`src/include/two_wire_pkg.sv`:
```
// ==========================================================================
// shared constants for the two-wire bus master
// ==========================================================================
package two_wire_pkg;

  // ========================================================================
  // timing, all least times, rounded up to whole clocks
  // ========================================================================
  localparam int CLK_PERIOD_NS = 8;
  localparam int SCL_LOW_NS    = 5000;
  localparam int SCL_HIGH_NS   = 5000;
  localparam int START_HOLD_NS = 4000;
  localparam int BUS_FREE_NS   = 4700;
  localparam int SPIKE_NS      = 50;

  localparam int SCL_LOW_CYC    = (SCL_LOW_NS + CLK_PERIOD_NS - 1) / CLK_PERIOD_NS;
  localparam int SCL_HIGH_CYC   = (SCL_HIGH_NS + CLK_PERIOD_NS - 1) / CLK_PERIOD_NS;
  localparam int START_HOLD_CYC = (START_HOLD_NS + CLK_PERIOD_NS - 1) / CLK_PERIOD_NS;
  localparam int BUS_FREE_CYC   = (BUS_FREE_NS + CLK_PERIOD_NS - 1) / CLK_PERIOD_NS;
  localparam int SPIKE_CYC      = (SPIKE_NS + CLK_PERIOD_NS - 1) / CLK_PERIOD_NS;

  localparam int TMR_W = 10;
  localparam logic [TMR_W-1:0] T_LOW      = TMR_W'(SCL_LOW_CYC - 1);
  localparam logic [TMR_W-1:0] T_LOW_HALF = TMR_W'(SCL_LOW_CYC / 2);
  localparam logic [TMR_W-1:0] T_HIGH     = TMR_W'(SCL_HIGH_CYC - 1);
  localparam logic [TMR_W-1:0] T_HOLD     = TMR_W'(START_HOLD_CYC - 1);
  localparam logic [TMR_W-1:0] T_FREE     = TMR_W'(BUS_FREE_CYC - 1);

  // ========================================================================
  // packet layout
  // ========================================================================
  localparam logic [3:0] ACK_BIT_IDX  = 4'h8;
  localparam logic [7:0] BCAST_READ   = 8'h01;
  localparam logic [3:0] RESERVED_HI  = 4'hf;
  localparam logic [1:0] PKT_SAT      = 2'h2;

  typedef enum logic [1:0] {
    cmd_start,
    cmd_write,
    cmd_read,
    cmd_stop
  } cmd_kind_t;

endpackage

```
`src/verilog/line_filter.sv`:
```
`timescale 1ns/10ps
// ==========================================================================
// two-flop synchroniser plus spike rejection for one bus line
// ==========================================================================
module line_filter #(
  parameter int FILT_CYC = 7
) (
  input  wire logic clk,
  input  wire logic sys_rst,
  input  wire logic line_in,
  output logic      line_out
);
  logic       sync1_ff;
  logic       sync2_ff;
  logic       out_ff;
  logic [7:0] cnt_ff;
  wire        differs = sync2_ff != out_ff;
  wire        settled = cnt_ff == 8'(FILT_CYC - 1);

  always_ff @(posedge clk) begin
    sync1_ff <= line_in;
    sync2_ff <= sync1_ff;
  end

  // the line must hold its new level for FILT_CYC clocks before we follow it
  always_ff @(posedge clk) begin
    if (sys_rst) begin
      out_ff <= 1'b1;
      cnt_ff <= 8'h00;
    end else if (differs && settled) begin
      out_ff <= sync2_ff;
      cnt_ff <= 8'h00;
    end else if (differs) begin
      cnt_ff <= cnt_ff + 8'h01;
    end else begin
      cnt_ff <= 8'h00;
    end
  end

  assign line_out = out_ff;
endmodule // line_filter

```
`src/verilog/pair_buffer.sv`:
```
`timescale 1ns/10ps
// ==========================================================================
// two-entry buffer, entry 0 is always the head
// ==========================================================================
module pair_buffer #(
  parameter int WIDTH = 8
) (
  input  wire logic             clk,
  input  wire logic             sys_rst,
  input  wire logic             in_valid,
  output logic                  in_ready,
  input  wire logic [WIDTH-1:0] in_data,
  output logic                  out_valid,
  input  wire logic             out_ready,
  output logic [WIDTH-1:0]      out_data
);
  logic [WIDTH-1:0] mem_ff [2];
  logic [1:0]       vld_ff;
  wire              push = in_valid && !vld_ff[1];
  wire              pop  = out_ready && vld_ff[0];
  wire              to_head = !vld_ff[0] || (pop && !vld_ff[1]);

  always_ff @(posedge clk) begin
    if (sys_rst) begin
      vld_ff <= 2'h0;
    end else begin
      vld_ff[0] <= push || vld_ff[1] || (vld_ff[0] && !pop);
      vld_ff[1] <= (push && vld_ff[0] && !pop) || (vld_ff[1] && !pop);
    end
  end

  always_ff @(posedge clk) begin
    if (pop && vld_ff[1]) begin
      mem_ff[0] <= mem_ff[1];
    end else if (push && to_head) begin
      mem_ff[0] <= in_data;
    end
    if (push && !to_head) begin
      mem_ff[1] <= in_data;
    end
  end

  assign in_ready  = !vld_ff[1];
  assign out_valid = vld_ff[0];
  assign out_data  = mem_ff[0];
endmodule // pair_buffer

```
`src/verilog/two_wire_bus_master.sv`:
```
`timescale 1ns/10ps
// Function
// - keep SDA steady while SCL is high, except start and stop.
// - start is SDA falling with SCL high; stop is SDA rising with SCL high.
// - bus busy from start until stop; never start while busy.
// - repeated start keeps the bus until the next stop.
// - address packet is seven address bits, direction bit, acknowledge slot.
// - direction one reads from the slave, zero writes to it.
// - after an unacknowledged address send stop or repeated start.
// - addresses and data go out most significant bit first.
// - never send the broadcast address with the read bit.
// - addresses with upper four bits all ones are reserved.
// - data packet is eight bits and an acknowledge slot from the receiver.
// - receiver answers its final byte with not-acknowledge.
// - only the master clocks SCL and makes start and stop.
// - transfer needs address and data; start then stop is illegal.
// - slave may stretch SCL low; master waits for SCL to rise.
// - contending masters use identical packet sequences.
// - slave clock runs at least 16 times the bus clock.
module two_wire_bus_master (
  input  wire logic                    clk,
  input  wire logic                    sys_rst,
  input  wire logic                    scl_i,
  output logic                         scl_o,
  output logic                         scl_oe,
  input  wire logic                    sda_i,
  output logic                         sda_o,
  output logic                         sda_oe,
  input  wire logic                    cmd_valid,
  output logic                         cmd_ready,
  input  wire two_wire_pkg::cmd_kind_t cmd_kind,
  input  wire logic [7:0]              cmd_data,
  input  wire logic                    cmd_last,
  output logic                         done,
  output logic                         ack_seen,
  output logic                         cmd_err,
  output logic                         arb_lost,
  output logic                         bus_busy,
  output logic                         rd_valid,
  input  wire logic                    rd_ready,
  output logic [7:0]                   rd_data
);
  import two_wire_pkg::*;

  typedef enum logic [3:0] {
    st_idle,
    st_hold,
    st_rs_low,
    st_st_high,
    st_st_hold,
    st_bit_low,
    st_bit_high,
    st_sp_low,
    st_sp_high,
    st_sp_free
  } state_t;

  // ==========================================================================
  // input conditioning
  // ==========================================================================
  wire [1:0] raw_lines = {sda_i, scl_i};
  wire [1:0] flt_lines;

  genvar gi;
  generate
    for (gi = 0; gi < 2; gi++) begin : g_line
      line_filter #(
        .FILT_CYC (SPIKE_CYC)
      ) u_filt (
        .clk      (clk),
        .sys_rst  (sys_rst),
        .line_in  (raw_lines[gi]),
        .line_out (flt_lines[gi])
      );
    end
  endgenerate

  wire scl_f = flt_lines[0];
  wire sda_f = flt_lines[1];

  // ==========================================================================
  // state
  // ==========================================================================
  state_t           state_ff;
  state_t           nxt_state;
  logic [TMR_W-1:0] tmr_ff;
  logic [TMR_W-1:0] nxt_tmr;
  logic [7:0]       shift_ff;
  logic [7:0]       nxt_shift;
  logic [3:0]       bit_ff;
  logic [3:0]       nxt_bit;
  logic [1:0]       pkt_ff;
  logic [1:0]       nxt_pkt;
  logic             rd_mode_ff;
  logic             nxt_rd_mode;
  logic             last_ff;
  logic             nxt_last;
  logic             dir_ff;
  logic             nxt_dir;
  logic             nack_ff;
  logic             nxt_nack;
  logic             rise_ff;
  logic             nxt_rise;
  logic             ackbit_ff;
  logic             nxt_ackbit;
  logic             scl_oe_ff;
  logic             nxt_scl_oe;
  logic             sda_oe_ff;
  logic             nxt_sda_oe;
  logic             done_ff;
  logic             nxt_done;
  logic             ack_seen_ff;
  logic             nxt_ack_seen;
  logic             err_ff;
  logic             nxt_err;
  logic             arb_ff;
  logic             nxt_arb;
  logic             push_ff;
  logic             nxt_push;
  logic             cmd_ready_ff;
  logic             busy_ff;
  logic             scl_q_ff;
  logic             sda_q_ff;
  logic             zero_ff;
  logic             buf_room;

  // ==========================================================================
  // decode
  // ==========================================================================
  wire take       = cmd_valid && cmd_ready_ff;
  wire tdone      = tmr_ff == '0;
  wire [TMR_W-1:0] tmr_dec = tdone ? tmr_ff : tmr_ff - 1'b1;
  wire is_ack_bit = bit_ff == ACK_BIT_IDX;
  wire first_pkt  = pkt_ff == 2'h0;
  // a broadcast read would let several slaves answer at once
  wire bad_addr   = cmd_data == BCAST_READ || cmd_data[7:4] == RESERVED_HI;
  wire wr_refused = first_pkt ? bad_addr : (nack_ff || dir_ff);
  wire rd_refused = first_pkt || nack_ff || !dir_ff;
  wire sp_refused = pkt_ff != PKT_SAT && !nack_ff;
  // data bits go out from bit 7 down; the ack slot is driven only when reading
  wire drive_bit  = is_ack_bit ? (rd_mode_ff && !last_ff) : (!rd_mode_ff && !shift_ff[7]);
  wire own_bit    = is_ack_bit ? rd_mode_ff : !rd_mode_ff;
  wire lost_now   = own_bit && !sda_oe_ff && !sda_f;
  wire start_seen = scl_f && scl_q_ff && sda_q_ff && !sda_f;
  wire stop_seen  = scl_f && scl_q_ff && !sda_q_ff && sda_f;
  wire ready_next = (nxt_state == st_idle || nxt_state == st_hold) && buf_room && !push_ff && !nxt_push;

  // ==========================================================================
  // sequencer
  // ==========================================================================
  always_comb begin
    nxt_state    = state_ff;
    nxt_tmr      = tmr_dec;
    nxt_shift    = shift_ff;
    nxt_bit      = bit_ff;
    nxt_pkt      = pkt_ff;
    nxt_rd_mode  = rd_mode_ff;
    nxt_last     = last_ff;
    nxt_dir      = dir_ff;
    nxt_nack     = nack_ff;
    nxt_rise     = rise_ff;
    nxt_ackbit   = ackbit_ff;
    nxt_scl_oe   = scl_oe_ff;
    nxt_sda_oe   = sda_oe_ff;
    nxt_done     = 1'b0;
    nxt_ack_seen = ack_seen_ff;
    nxt_err      = 1'b0;
    nxt_arb      = 1'b0;
    nxt_push     = 1'b0;
    case (state_ff)
      st_idle: begin
        nxt_scl_oe = 1'b0;
        nxt_sda_oe = 1'b0;
        if (take) begin
          if (cmd_kind != cmd_start || busy_ff) begin
            nxt_err = 1'b1;
          end else begin
            nxt_state = st_st_high;
            nxt_tmr   = T_FREE;
          end
        end
      end
      st_hold: begin
        if (take) begin
          case (cmd_kind)
            cmd_start: begin
              // release SDA while SCL is still low, then rise for the new start
              nxt_state  = st_rs_low;
              nxt_sda_oe = 1'b0;
              nxt_tmr    = T_LOW;
            end
            cmd_write: begin
              if (wr_refused) begin
                nxt_err = 1'b1;
              end else begin
                nxt_state   = st_bit_low;
                nxt_tmr     = T_LOW;
                nxt_shift   = cmd_data;
                nxt_rd_mode = 1'b0;
                nxt_bit     = 4'h0;
                if (first_pkt) begin
                  nxt_dir = cmd_data[0];
                end
              end
            end
            cmd_read: begin
              if (rd_refused) begin
                nxt_err = 1'b1;
              end else begin
                nxt_state   = st_bit_low;
                nxt_tmr     = T_LOW;
                nxt_rd_mode = 1'b1;
                nxt_last    = cmd_last;
                nxt_bit     = 4'h0;
              end
            end
            default: begin
              if (sp_refused) begin
                nxt_err = 1'b1;
              end else begin
                nxt_state  = st_sp_low;
                nxt_tmr    = T_LOW;
                nxt_sda_oe = 1'b1;
              end
            end
          endcase
        end
      end
      st_rs_low: begin
        if (tdone) begin
          nxt_scl_oe = 1'b0;
          nxt_state  = st_st_high;
          nxt_tmr    = T_FREE;
        end
      end
      st_st_high: begin
        if (!scl_f) begin
          nxt_tmr = T_FREE;
        end else if (tdone && !sda_f) begin
          // someone else started first: back off without touching the lines
          nxt_state = st_idle;
          nxt_arb   = 1'b1;
        end else if (tdone) begin
          nxt_sda_oe = 1'b1;
          nxt_state  = st_st_hold;
          nxt_tmr    = T_HOLD;
        end
      end
      st_st_hold: begin
        if (tdone) begin
          nxt_scl_oe = 1'b1;
          nxt_state  = st_hold;
          nxt_pkt    = 2'h0;
          nxt_nack   = 1'b0;
          nxt_done   = 1'b1;
        end
      end
      st_bit_low: begin
        // SDA only moves in the middle of the low phase, never near an edge
        if (tmr_ff == T_LOW_HALF) begin
          nxt_sda_oe = drive_bit;
        end
        if (tdone) begin
          nxt_scl_oe = 1'b0;
          nxt_rise   = 1'b0;
          nxt_state  = st_bit_high;
          nxt_tmr    = T_HIGH;
        end
      end
      st_bit_high: begin
        if (!rise_ff) begin
          nxt_tmr = T_HIGH;
          if (scl_f) begin
            nxt_rise = 1'b1;
            if (is_ack_bit) begin
              nxt_ackbit = !sda_f;
            end else begin
              nxt_shift = {shift_ff[6:0], sda_f};
            end
            if (lost_now) begin
              // give both lines up at once; the winner carries on alone
              nxt_scl_oe = 1'b0;
              nxt_sda_oe = 1'b0;
              nxt_state  = st_idle;
              nxt_arb    = 1'b1;
            end
          end
        end else if (!scl_f || tdone) begin
          // a shorter high phase elsewhere ends ours too
          nxt_scl_oe = 1'b1;
          if (is_ack_bit) begin
            nxt_state    = st_hold;
            nxt_done     = 1'b1;
            nxt_ack_seen = ackbit_ff;
            nxt_push     = rd_mode_ff;
            nxt_pkt      = (pkt_ff == PKT_SAT) ? pkt_ff : pkt_ff + 2'h1;
            if (first_pkt) begin
              nxt_nack = !ackbit_ff;
            end
          end else begin
            nxt_bit   = bit_ff + 4'h1;
            nxt_state = st_bit_low;
            nxt_tmr   = T_LOW;
          end
        end
      end
      st_sp_low: begin
        if (tdone) begin
          nxt_scl_oe = 1'b0;
          nxt_state  = st_sp_high;
          nxt_tmr    = T_HIGH;
        end
      end
      st_sp_high: begin
        if (!scl_f) begin
          nxt_tmr = T_HIGH;
        end else if (tdone) begin
          nxt_sda_oe = 1'b0;
          nxt_state  = st_sp_free;
          nxt_tmr    = T_FREE;
        end
      end
      st_sp_free: begin
        if (tdone) begin
          nxt_state = st_idle;
          nxt_done  = 1'b1;
        end
      end
      default: begin
        nxt_state  = st_idle;
        nxt_scl_oe = 1'b0;
        nxt_sda_oe = 1'b0;
      end
    endcase
  end

  // ==========================================================================
  // registers
  // ==========================================================================
  always_ff @(posedge clk) begin
    if (sys_rst) begin
      state_ff   <= st_idle;
      tmr_ff     <= '0;
      bit_ff     <= 4'h0;
      pkt_ff     <= 2'h0;
      rd_mode_ff <= 1'b0;
      last_ff    <= 1'b0;
      dir_ff     <= 1'b0;
      nack_ff    <= 1'b0;
      rise_ff    <= 1'b0;
      ackbit_ff  <= 1'b0;
      shift_ff   <= 8'h00;
    end else begin
      state_ff   <= nxt_state;
      tmr_ff     <= nxt_tmr;
      bit_ff     <= nxt_bit;
      pkt_ff     <= nxt_pkt;
      rd_mode_ff <= nxt_rd_mode;
      last_ff    <= nxt_last;
      dir_ff     <= nxt_dir;
      nack_ff    <= nxt_nack;
      rise_ff    <= nxt_rise;
      ackbit_ff  <= nxt_ackbit;
      shift_ff   <= nxt_shift;
    end
  end

  always_ff @(posedge clk) begin
    if (sys_rst) begin
      scl_oe_ff    <= 1'b0;
      sda_oe_ff    <= 1'b0;
      done_ff      <= 1'b0;
      ack_seen_ff  <= 1'b0;
      err_ff       <= 1'b0;
      arb_ff       <= 1'b0;
      push_ff      <= 1'b0;
      cmd_ready_ff <= 1'b0;
      zero_ff      <= 1'b0;
    end else begin
      scl_oe_ff    <= nxt_scl_oe;
      sda_oe_ff    <= nxt_sda_oe;
      done_ff      <= nxt_done;
      ack_seen_ff  <= nxt_ack_seen;
      err_ff       <= nxt_err;
      arb_ff       <= nxt_arb;
      push_ff      <= nxt_push;
      cmd_ready_ff <= ready_next;
      zero_ff      <= 1'b0;
    end
  end

  // bus busy is tracked from the lines, so starts by other masters count too
  always_ff @(posedge clk) begin
    if (sys_rst) begin
      busy_ff  <= 1'b0;
      scl_q_ff <= 1'b1;
      sda_q_ff <= 1'b1;
    end else begin
      scl_q_ff <= scl_f;
      sda_q_ff <= sda_f;
      if (start_seen) begin
        busy_ff <= 1'b1;
      end else if (stop_seen) begin
        busy_ff <= 1'b0;
      end
    end
  end

  // ==========================================================================
  // read data path; a full buffer holds cmd_ready low so no byte is lost
  // ==========================================================================
  pair_buffer #(
    .WIDTH (8)
  ) u_rdbuf (
    .clk       (clk),
    .sys_rst   (sys_rst),
    .in_valid  (push_ff),
    .in_ready  (buf_room),
    .in_data   (shift_ff),
    .out_valid (rd_valid),
    .out_ready (rd_ready),
    .out_data  (rd_data)
  );

  assign scl_o     = zero_ff;
  assign sda_o     = zero_ff;
  assign scl_oe    = scl_oe_ff;
  assign sda_oe    = sda_oe_ff;
  assign cmd_ready = cmd_ready_ff;
  assign done      = done_ff;
  assign ack_seen  = ack_seen_ff;
  assign cmd_err   = err_ff;
  assign arb_lost  = arb_ff;
  assign bus_busy  = busy_ff;
endmodule // two_wire_bus_master
```
`config.mk`:
```
export PLATFORM = sky130hd
export DESIGN_NAME = two_wire_bus_master
export DESIGN_NICKNAME = d
export VERILOG_FILES = /design/src/include/two_wire_pkg.sv /design/src/verilog/line_filter.sv /design/src/verilog/pair_buffer.sv /design/src/verilog/two_wire_bus_master.sv
export SDC_FILE = /design/constraint.sdc
export NUM_CORES = 1
export LEC_CHECK = 0
export ABC_AREA = 1
export BUFFER_PORTS_ARGS = -buffer_cell sky130_fd_sc_hd__buf_4
export CAP_MARGIN = 10
export CORE_ASPECT_RATIO = 1.1
export CORE_MARGIN = 1.5
export CORE_UTILIZATION = 65
export CTS_BUF_LIST = sky130_fd_sc_hd__clkbuf_16
export CTS_CLUSTER_SIZE = 8
export DETAILED_ROUTE_END_ITERATION = 8
export PLACE_DENSITY = 0.85
export SKIP_LAST_GASP = 1
export SYNTH_ARGS = -nofsm -noshare
export SYNTH_HDL_FRONTEND = slang
export SYNTH_SLANG_ARGS = --single-unit
```
`constraint.sdc`:
```
create_clock -name clk -period 4.7 [get_ports clk]
set_input_delay 1.41 -clock clk [delete_from_list [all_inputs] [get_ports clk]]
set_output_delay 1.41 -clock clk [all_outputs]
set_load 0.01 [all_outputs]
```
==> impl_metrics.yaml, run 1 <==
run_status:
  status: "completed"
worst_setup_path:
  rr_endpoint: "sda_oe"
  crit_end: "g_line[1].u_filt.cnt_ff[6]"
  slowest_delay_ns: 0.63
  reg2reg_depth: 13
  critPathMaxFanout: 28
  cp_common_cell: "inv_1"
  startpoint: "sys_rst"
  cp.arrival_ns: 3.22
  crit_required_ns: 4.99
  cp_cell_sequence: "buf_4, inv_1, o21ai_0, a21o_1, nor2_1, inv_1, a21oi_1, o21ai_0, inv_1"
  rrSetupSlack_ns: 2.29
  cp_slowest_cell: "inv_1"
  setup.worst_path.start_class: "input pin"
  r2r-start: "bit_ff[0]"
  path_class: "in -> reg"
  cp-end-kind: "flip-flop"
floorplan:
  start_util: 0.680
  fp.dieH_um: 96.0
  dieArea_um2: 8400
  pin_count: 36
  core_region_area_um2: 7510
  fp-row-count: 33
  die_x_um: 87.5
cts:
  clkTransAtPathRegs_ns: 0.06
  cts_resized: 0
  clock_latency_ns: 0.34
  cts-root-buf: "clkbuf_16"
  holdBufCountCts: 0
  cts_made_buffers: 9
  cts_max_level: 3
  cts_tree: "done"
  cts_buffer_depth: 2
  post-cts-setup-buffer-count: 0
  cts_sinks: 85
yosys:
  avgSynthCellArea_um2: 6.90
  synth_compound_area_frac: 0.149
  synth_top_family_by_area: "simple AND/OR/NAND/NOR gates"
  synth-xor-area-share: 0.00514
  synth.cell_area_um2: 5110
  yosysSeqAreaShare: 0.365
  yosysWarnings: 0
  yosys.area_share.simple: 0.320
  ys_ff_latch: 85
  netlist_instances: 740
  ys_types: 46
  synth_fa_ha_area_frac: 0.0416
  synth_mux_area_frac: 0.00220
global_routing:
  grt-ovfl-total: 0
  grt_use_total: 0.341
  grt_pass1_wl_um: 22200
  grt_pass1_vias: 4743
  grt_start_max_net_pins: 32
  antenna_found_initial: 0
detailed_routing:
  ant_nets: 0
  wirelength_um: 13400
  post_drt_via_cell_ratio: 5.73
  drtPass1Iterations: 6
  vias: 4985
  drt_iter0_markers: 516
  wire_per_inst_um: 15.4
  route.detailed.drc: 0
final_layout:
  n_antenna_cell: 0
  drive_gt1_frac: 0.118
  layout_commonest_cell: "nand2_1"
  syn2layout_area_growth_pct: 9.46
  layout_common_cells: "167 x nand2_1, 98 x inv_1, 89 x nor2_1, 69 x dfxtp_1, 60 x o21ai_0"
  final_nets: 794
power:
  intPower_uw: 1410
  power_uw: 2300
  leakagePower_uw: 0.00258
  power_density_nw_per_um2: 412
  seq_power_share: 0.370
  switchingPower_uw: 893
  clock_power_share: 0.296
  p_sw_frac: 0.388
  p_comb_frac: 0.334
  vdd_drop_max_v: 0.000407
sta:
  setup_viol_count_final: 0
  hold_slack_ns: 0.339
  setup_tns_ns: 0
  fmax_ghz: 0.342
  worstMarginPinSlew_ns: 1.04
  slew_headroom: 0.303
  fin_ws_ns: 1.77
  finalCritPeriodShare: 0.623
  final_max_slew_viol_count: 0
  rsz0062_at_grt: "false"
  finalHoldViolCount: 0
  clock_skew_ns: 0.00693
  fin_crit_ns: 2.93
placed_design:
  dp_hpwl_um: 9880
  io_buffers: 33
  finalWeightedCongestion: 0.958
  pre_cts_ws_ns: 1.45
job:
  maxCapViolCount: 0
worst_hold_path:
  hold_path_class: "reg -> reg"
==> power by group through the flow <==
stage / sequential [uW] / combinational [uW] / clock [uW]
2_1_floorplan: 850 / 604 / 0
3_3_place_gp: 864 / 736 / 0
3_5_place_dp: 866 / 749 / 0
4_1_cts: 851 / 755 / 686
5_1_grt: 859 / 873 / 717
6_report: 852 / 770 / 681
==> logic make-up after synthesis <==
| kind of cell | count (synthesis) |
|---|---|
| adder cells (fa/ha/maj) | 17 |
| AND/OR/NAND/NOR | 361 |
| other | 1 |
| XOR/XNOR | 3 |
| AO/OA/AOI/OAI | 139 |
| flip-flops | 85 |
| buffers and inverters | 133 |
| multiplexers | 1 |
==> metrics by stage <==
step	instances	cell area [um^2]	utilization
floorplan	741	5110	-
global placement	854	5310	0.707
detailed placement	854	5310	0.707
CTS	870	5590	0.744
global route	870	5590	0.744
finish	870	5590	0.744
==> worst min path at each step <==
stage	slack, ns	cells after the start	end	startpoint
2_1_floorplan	0.31	0	g_line[0].u_filt.sync2_ff	g_line[0].u_filt.sync1_ff
3_3_place_gp	0.31	0	g_line[0].u_filt.sync2_ff	g_line[0].u_filt.sync1_ff
3_5_place_dp	0.33	0	g_line[0].u_filt.sync2_ff	g_line[0].u_filt.sync1_ff
4_1_cts	0.34	0	g_line[0].u_filt.sync2_ff	g_line[0].u_filt.sync1_ff
5_1_grt	0.35	0	g_line[0].u_filt.sync2_ff	g_line[0].u_filt.sync1_ff
6_report	0.34	0	g_line[0].u_filt.sync2_ff	g_line[0].u_filt.sync1_ff
==> worst max-delay path, delay by kind of cell <==
family | cells | cell delay (ns)
and+or+nand+nor | 1 | 0.13
AOI/OAI and AO/OA | 4 | 0.63
buffers and inverters | 4 | 1.03
==> sequential cells by signal, indices dropped and copies added (netlist names), 2 cells and up <==
signal,cells
g_line.u_filt.line_out,2
u_rdbuf.mem_ff,16
g_line.u_filt.sync2_ff,2
g_line.u_filt.cnt_ff,16
tmr_ff,10
state_ff,4
g_line.u_filt.sync1_ff,2
pkt_ff,2
shift_ff,8
bit_ff,4
u_rdbuf.vld_ff,2
==> layout make-up <==
class                      count  area [um^2]
multi-input combinational    523         2660
fill                         595         1920
sequential                    85         1860
inverter                     108          413
timing repair buffer          33          248
clock buffer                   9          225
tap                          105          131
clock inverter                 7         55.1
==> Yosys cell counts (all sizes together) <==
cell type,instances,area share
nor3b,4,0.0059
nand4,12,0.015
nor3,14,0.015
nor4,2,0.0024
buf,20,0.032
conb,1,0.00073
mux2,1,0.0022
xnor2,1,0.0017
dfxtp,69,0.27
clkbuf,5,0.0037
o31ai,2,0.0029
o21ai,68,0.067
o211ai,7,0.013
o21a,1,0.0015
a31oi,5,0.0061
nand3,45,0.045
nand2,177,0.14
or3,1,0.0012
inv,108,0.081
xor2,2,0.0034
a211oi,2,0.0029
ha,17,0.042
a21oi,52,0.052
a21o,1,0.0015
nand3b,2,0.0029
edfxtp,16,0.094
a22oi,1,0.0024
nor2,104,0.093
==> per-layer routing <==
layer,wire [um],GRT usage
met4,425,0.144
met1,5580,0.442
met2,6270,0.563
met3,1090,0.0575
met5,0,0
No activity file was read; power rests on OpenSTA's default activity.
==> run 2: changes to the inputs <==
Settings changed: CORE_UTILIZATION 65 to 61, PLACE_DENSITY 0.85 to 0.8.
Clock period 4.7 ns to 2.7 ns, I/O delays scaled along.
==> run 2 against run 1 <==
Effect of this change: clock skew fell by 0.00055 ns; clock-buffer cell count did not move; final area rose by 1.3%; global-route usage fell by 2.6 points; clock power rose by 69%; critical endpoint is now sda_oe.
==> impl_metrics.yaml, run 2 (same netlist as run 1, synthesis figures left out) <==
run_status:
  status: "completed"
power:
  vdd_drop_max_v: 0.000731
  power_uw: 4040
  intPower_uw: 2480
  switchingPower_uw: 1560
  leakagePower_uw: 0.00263
  clock_power_share: 0.286
  seq_power_share: 0.369
  p_comb_frac: 0.345
  p_sw_frac: 0.386
  power_density_nw_per_um2: 713
detailed_routing:
  post_drt_via_cell_ratio: 5.66
  drtPass1Iterations: 6
  drt_iter0_markers: 384
  wire_per_inst_um: 15.4
  wirelength_um: 13600
  vias: 4997
  route.detailed.drc: 0
  ant_nets: 0
worst_setup_path:
  cp.arrival_ns: 2.66
  rrSetupSlack_ns: 0.28
  crit_required_ns: 2.93
  cp-end-kind: "flip-flop"
  reg2reg_depth: 13
  critPathMaxFanout: 7
  setup.worst_path.start_class: "flip-flop"
  r2r-start: "bit_ff[0]"
  rr_endpoint: "sda_oe"
  path_class: "reg -> reg"
sta:
  rsz0062_at_grt: "false"
  setup_viol_count_final: 0
  clock_skew_ns: 0.00638
  final_max_slew_viol_count: 0
  fmax_ghz: 0.412
  fin_crit_ns: 2.42
  slew_headroom: 0.643
  setup_tns_ns: 0
  finalHoldViolCount: 0
  worstMarginPinSlew_ns: 0.531
  finalCritPeriodShare: 0.898
final_layout:
  syn2layout_area_growth_pct: 10.9
  layout_common_cells: "167 x nand2_1, 99 x inv_1, 89 x nor2_1, 69 x dfxtp_1, 60 x o21ai_0"
  layout_commonest_cell: "nand2_1"
  reg_top3: "g_line.u_filt.cnt_ff (16), u_rdbuf.mem_ff (16), tmr_ff (10)"
  final_nets: 804
  n_antenna_cell: 0
  drive_gt1_frac: 0.128
cts:
  cts_made_buffers: 9
  clock_latency_ns: 0.34
  cts_resized: 0
  cts_max_level: 3
  clkTransAtPathRegs_ns: 0.06
  cts_buffer_depth: 2
  holdBufCountCts: 0
  cts-root-buf: "clkbuf_16"
  post-cts-setup-buffer-count: 0
  cts_tree: "done"
  cts_sinks: 85
global_routing:
  grt_pass1_wl_um: 22200
  grt_start_max_net_pins: 32
  grt_use_total: 0.315
  grt_pass1_vias: 4744
  antenna_found_initial: 0
  grt-ovfl-total: 0
floorplan:
  fp-row-count: 34
  dieArea_um2: 8930
  die_x_um: 90.2
  core_region_area_um2: 8000
  start_util: 0.639
  pin_count: 36
  fp.dieH_um: 99.0
worst_hold_path:
  hold_path_class: "reg -> reg"
  holdPathStages: 0
  hold_start: "g_line[0].u_filt.sync1_ff"
  min_to: "g_line[0].u_filt.sync2_ff"
placed_design:
  dp_hpwl_um: 10300
  io_buffers: 33
  finalWeightedCongestion: 1.03
job:
  maxCapViolCount: 0
==> run 2: through the flow <==
| step | util | instance area [um^2] | hold WS (ns) | worst slack, ns | std cells |
|---|---|---|---|---|---|
| 4_1_cts | 0.708 | 5660 | 0.330 | 0.285 | 883 |
| 5_1_grt | 0.708 | 5660 | 0.339 | 0.0555 | 883 |
| 2_1_floorplan | - | 5110 | 0.310 | 0.614 | 741 |
| 3_5_place_dp | 0.674 | 5390 | 0.316 | 0.273 | 867 |
| 3_3_place_gp | 0.674 | 5390 | 0.312 | 0.349 | 867 |
| 6_report | 0.708 | 5660 | 0.330 | 0.275 | 883 |
==> run 2: critical path, stage by stage (launching register included) <==
cell	delay (ns)
dfxtp_1	0.38
inv_1	0.08
ha_1	0.19
nand2_1	0.26
inv_1	0.15
ha_1	0.29
nor3_1	0.27
nor2_1	0.12
nor3_2	0.17
nand4_1	0.11
nor2_1	0.14
nand2_1	0.06
nand2_1	0.05
nor2_1	0.04
==> run 2: worst max-delay path by stage <==
stage | from | to | slack [ns]
floorplan | bit_ff[0] | scl_oe | 0.61
global placement | cmd_kind[0] | tmr_ff[4] | 0.35
detailed placement | cmd_kind[0] | tmr_ff[5] | 0.27
CTS | bit_ff[0] | sda_oe | 0.28
global route | bit_ff[0] | sda_oe | 0.06
finish | bit_ff[0] | sda_oe | 0.28
==> run 2: power groups by stage <==
stage / registers, uW / logic [uW] / clock network [uW]
6_report: 1490 / 1390 / 1150
2_1_floorplan: 1480 / 1050 / 0
3_3_place_gp: 1510 / 1330 / 0
4_1_cts: 1480 / 1370 / 1170
3_5_place_dp: 1510 / 1360 / 0
5_1_grt: 1490 / 1580 / 1220
==> run 2: layout make-up <==
cell class	count	area [um^2]
clock inverters	7	48.8
flip-flops and latches	85	1860
multi-input cells	523	2660
well taps	108	135
repair buffers	43	323
inverters	108	413
clock buffers	9	225
fillers	717	2330
==> run 2: metal layers <==
metal | GRT usage | wire [um] | share of wire | vias up
met5 | 0 | 0 | 0 | -
met4 | 0.139 | 382 | 0.028 | 0
met3 | 0.0502 | 1040 | 0.076 | 40
met2 | 0.554 | 6650 | 0.49 | 191
met1 | 0.381 | 5530 | 0.41 | 2314
li1 | - | - | - | 2452
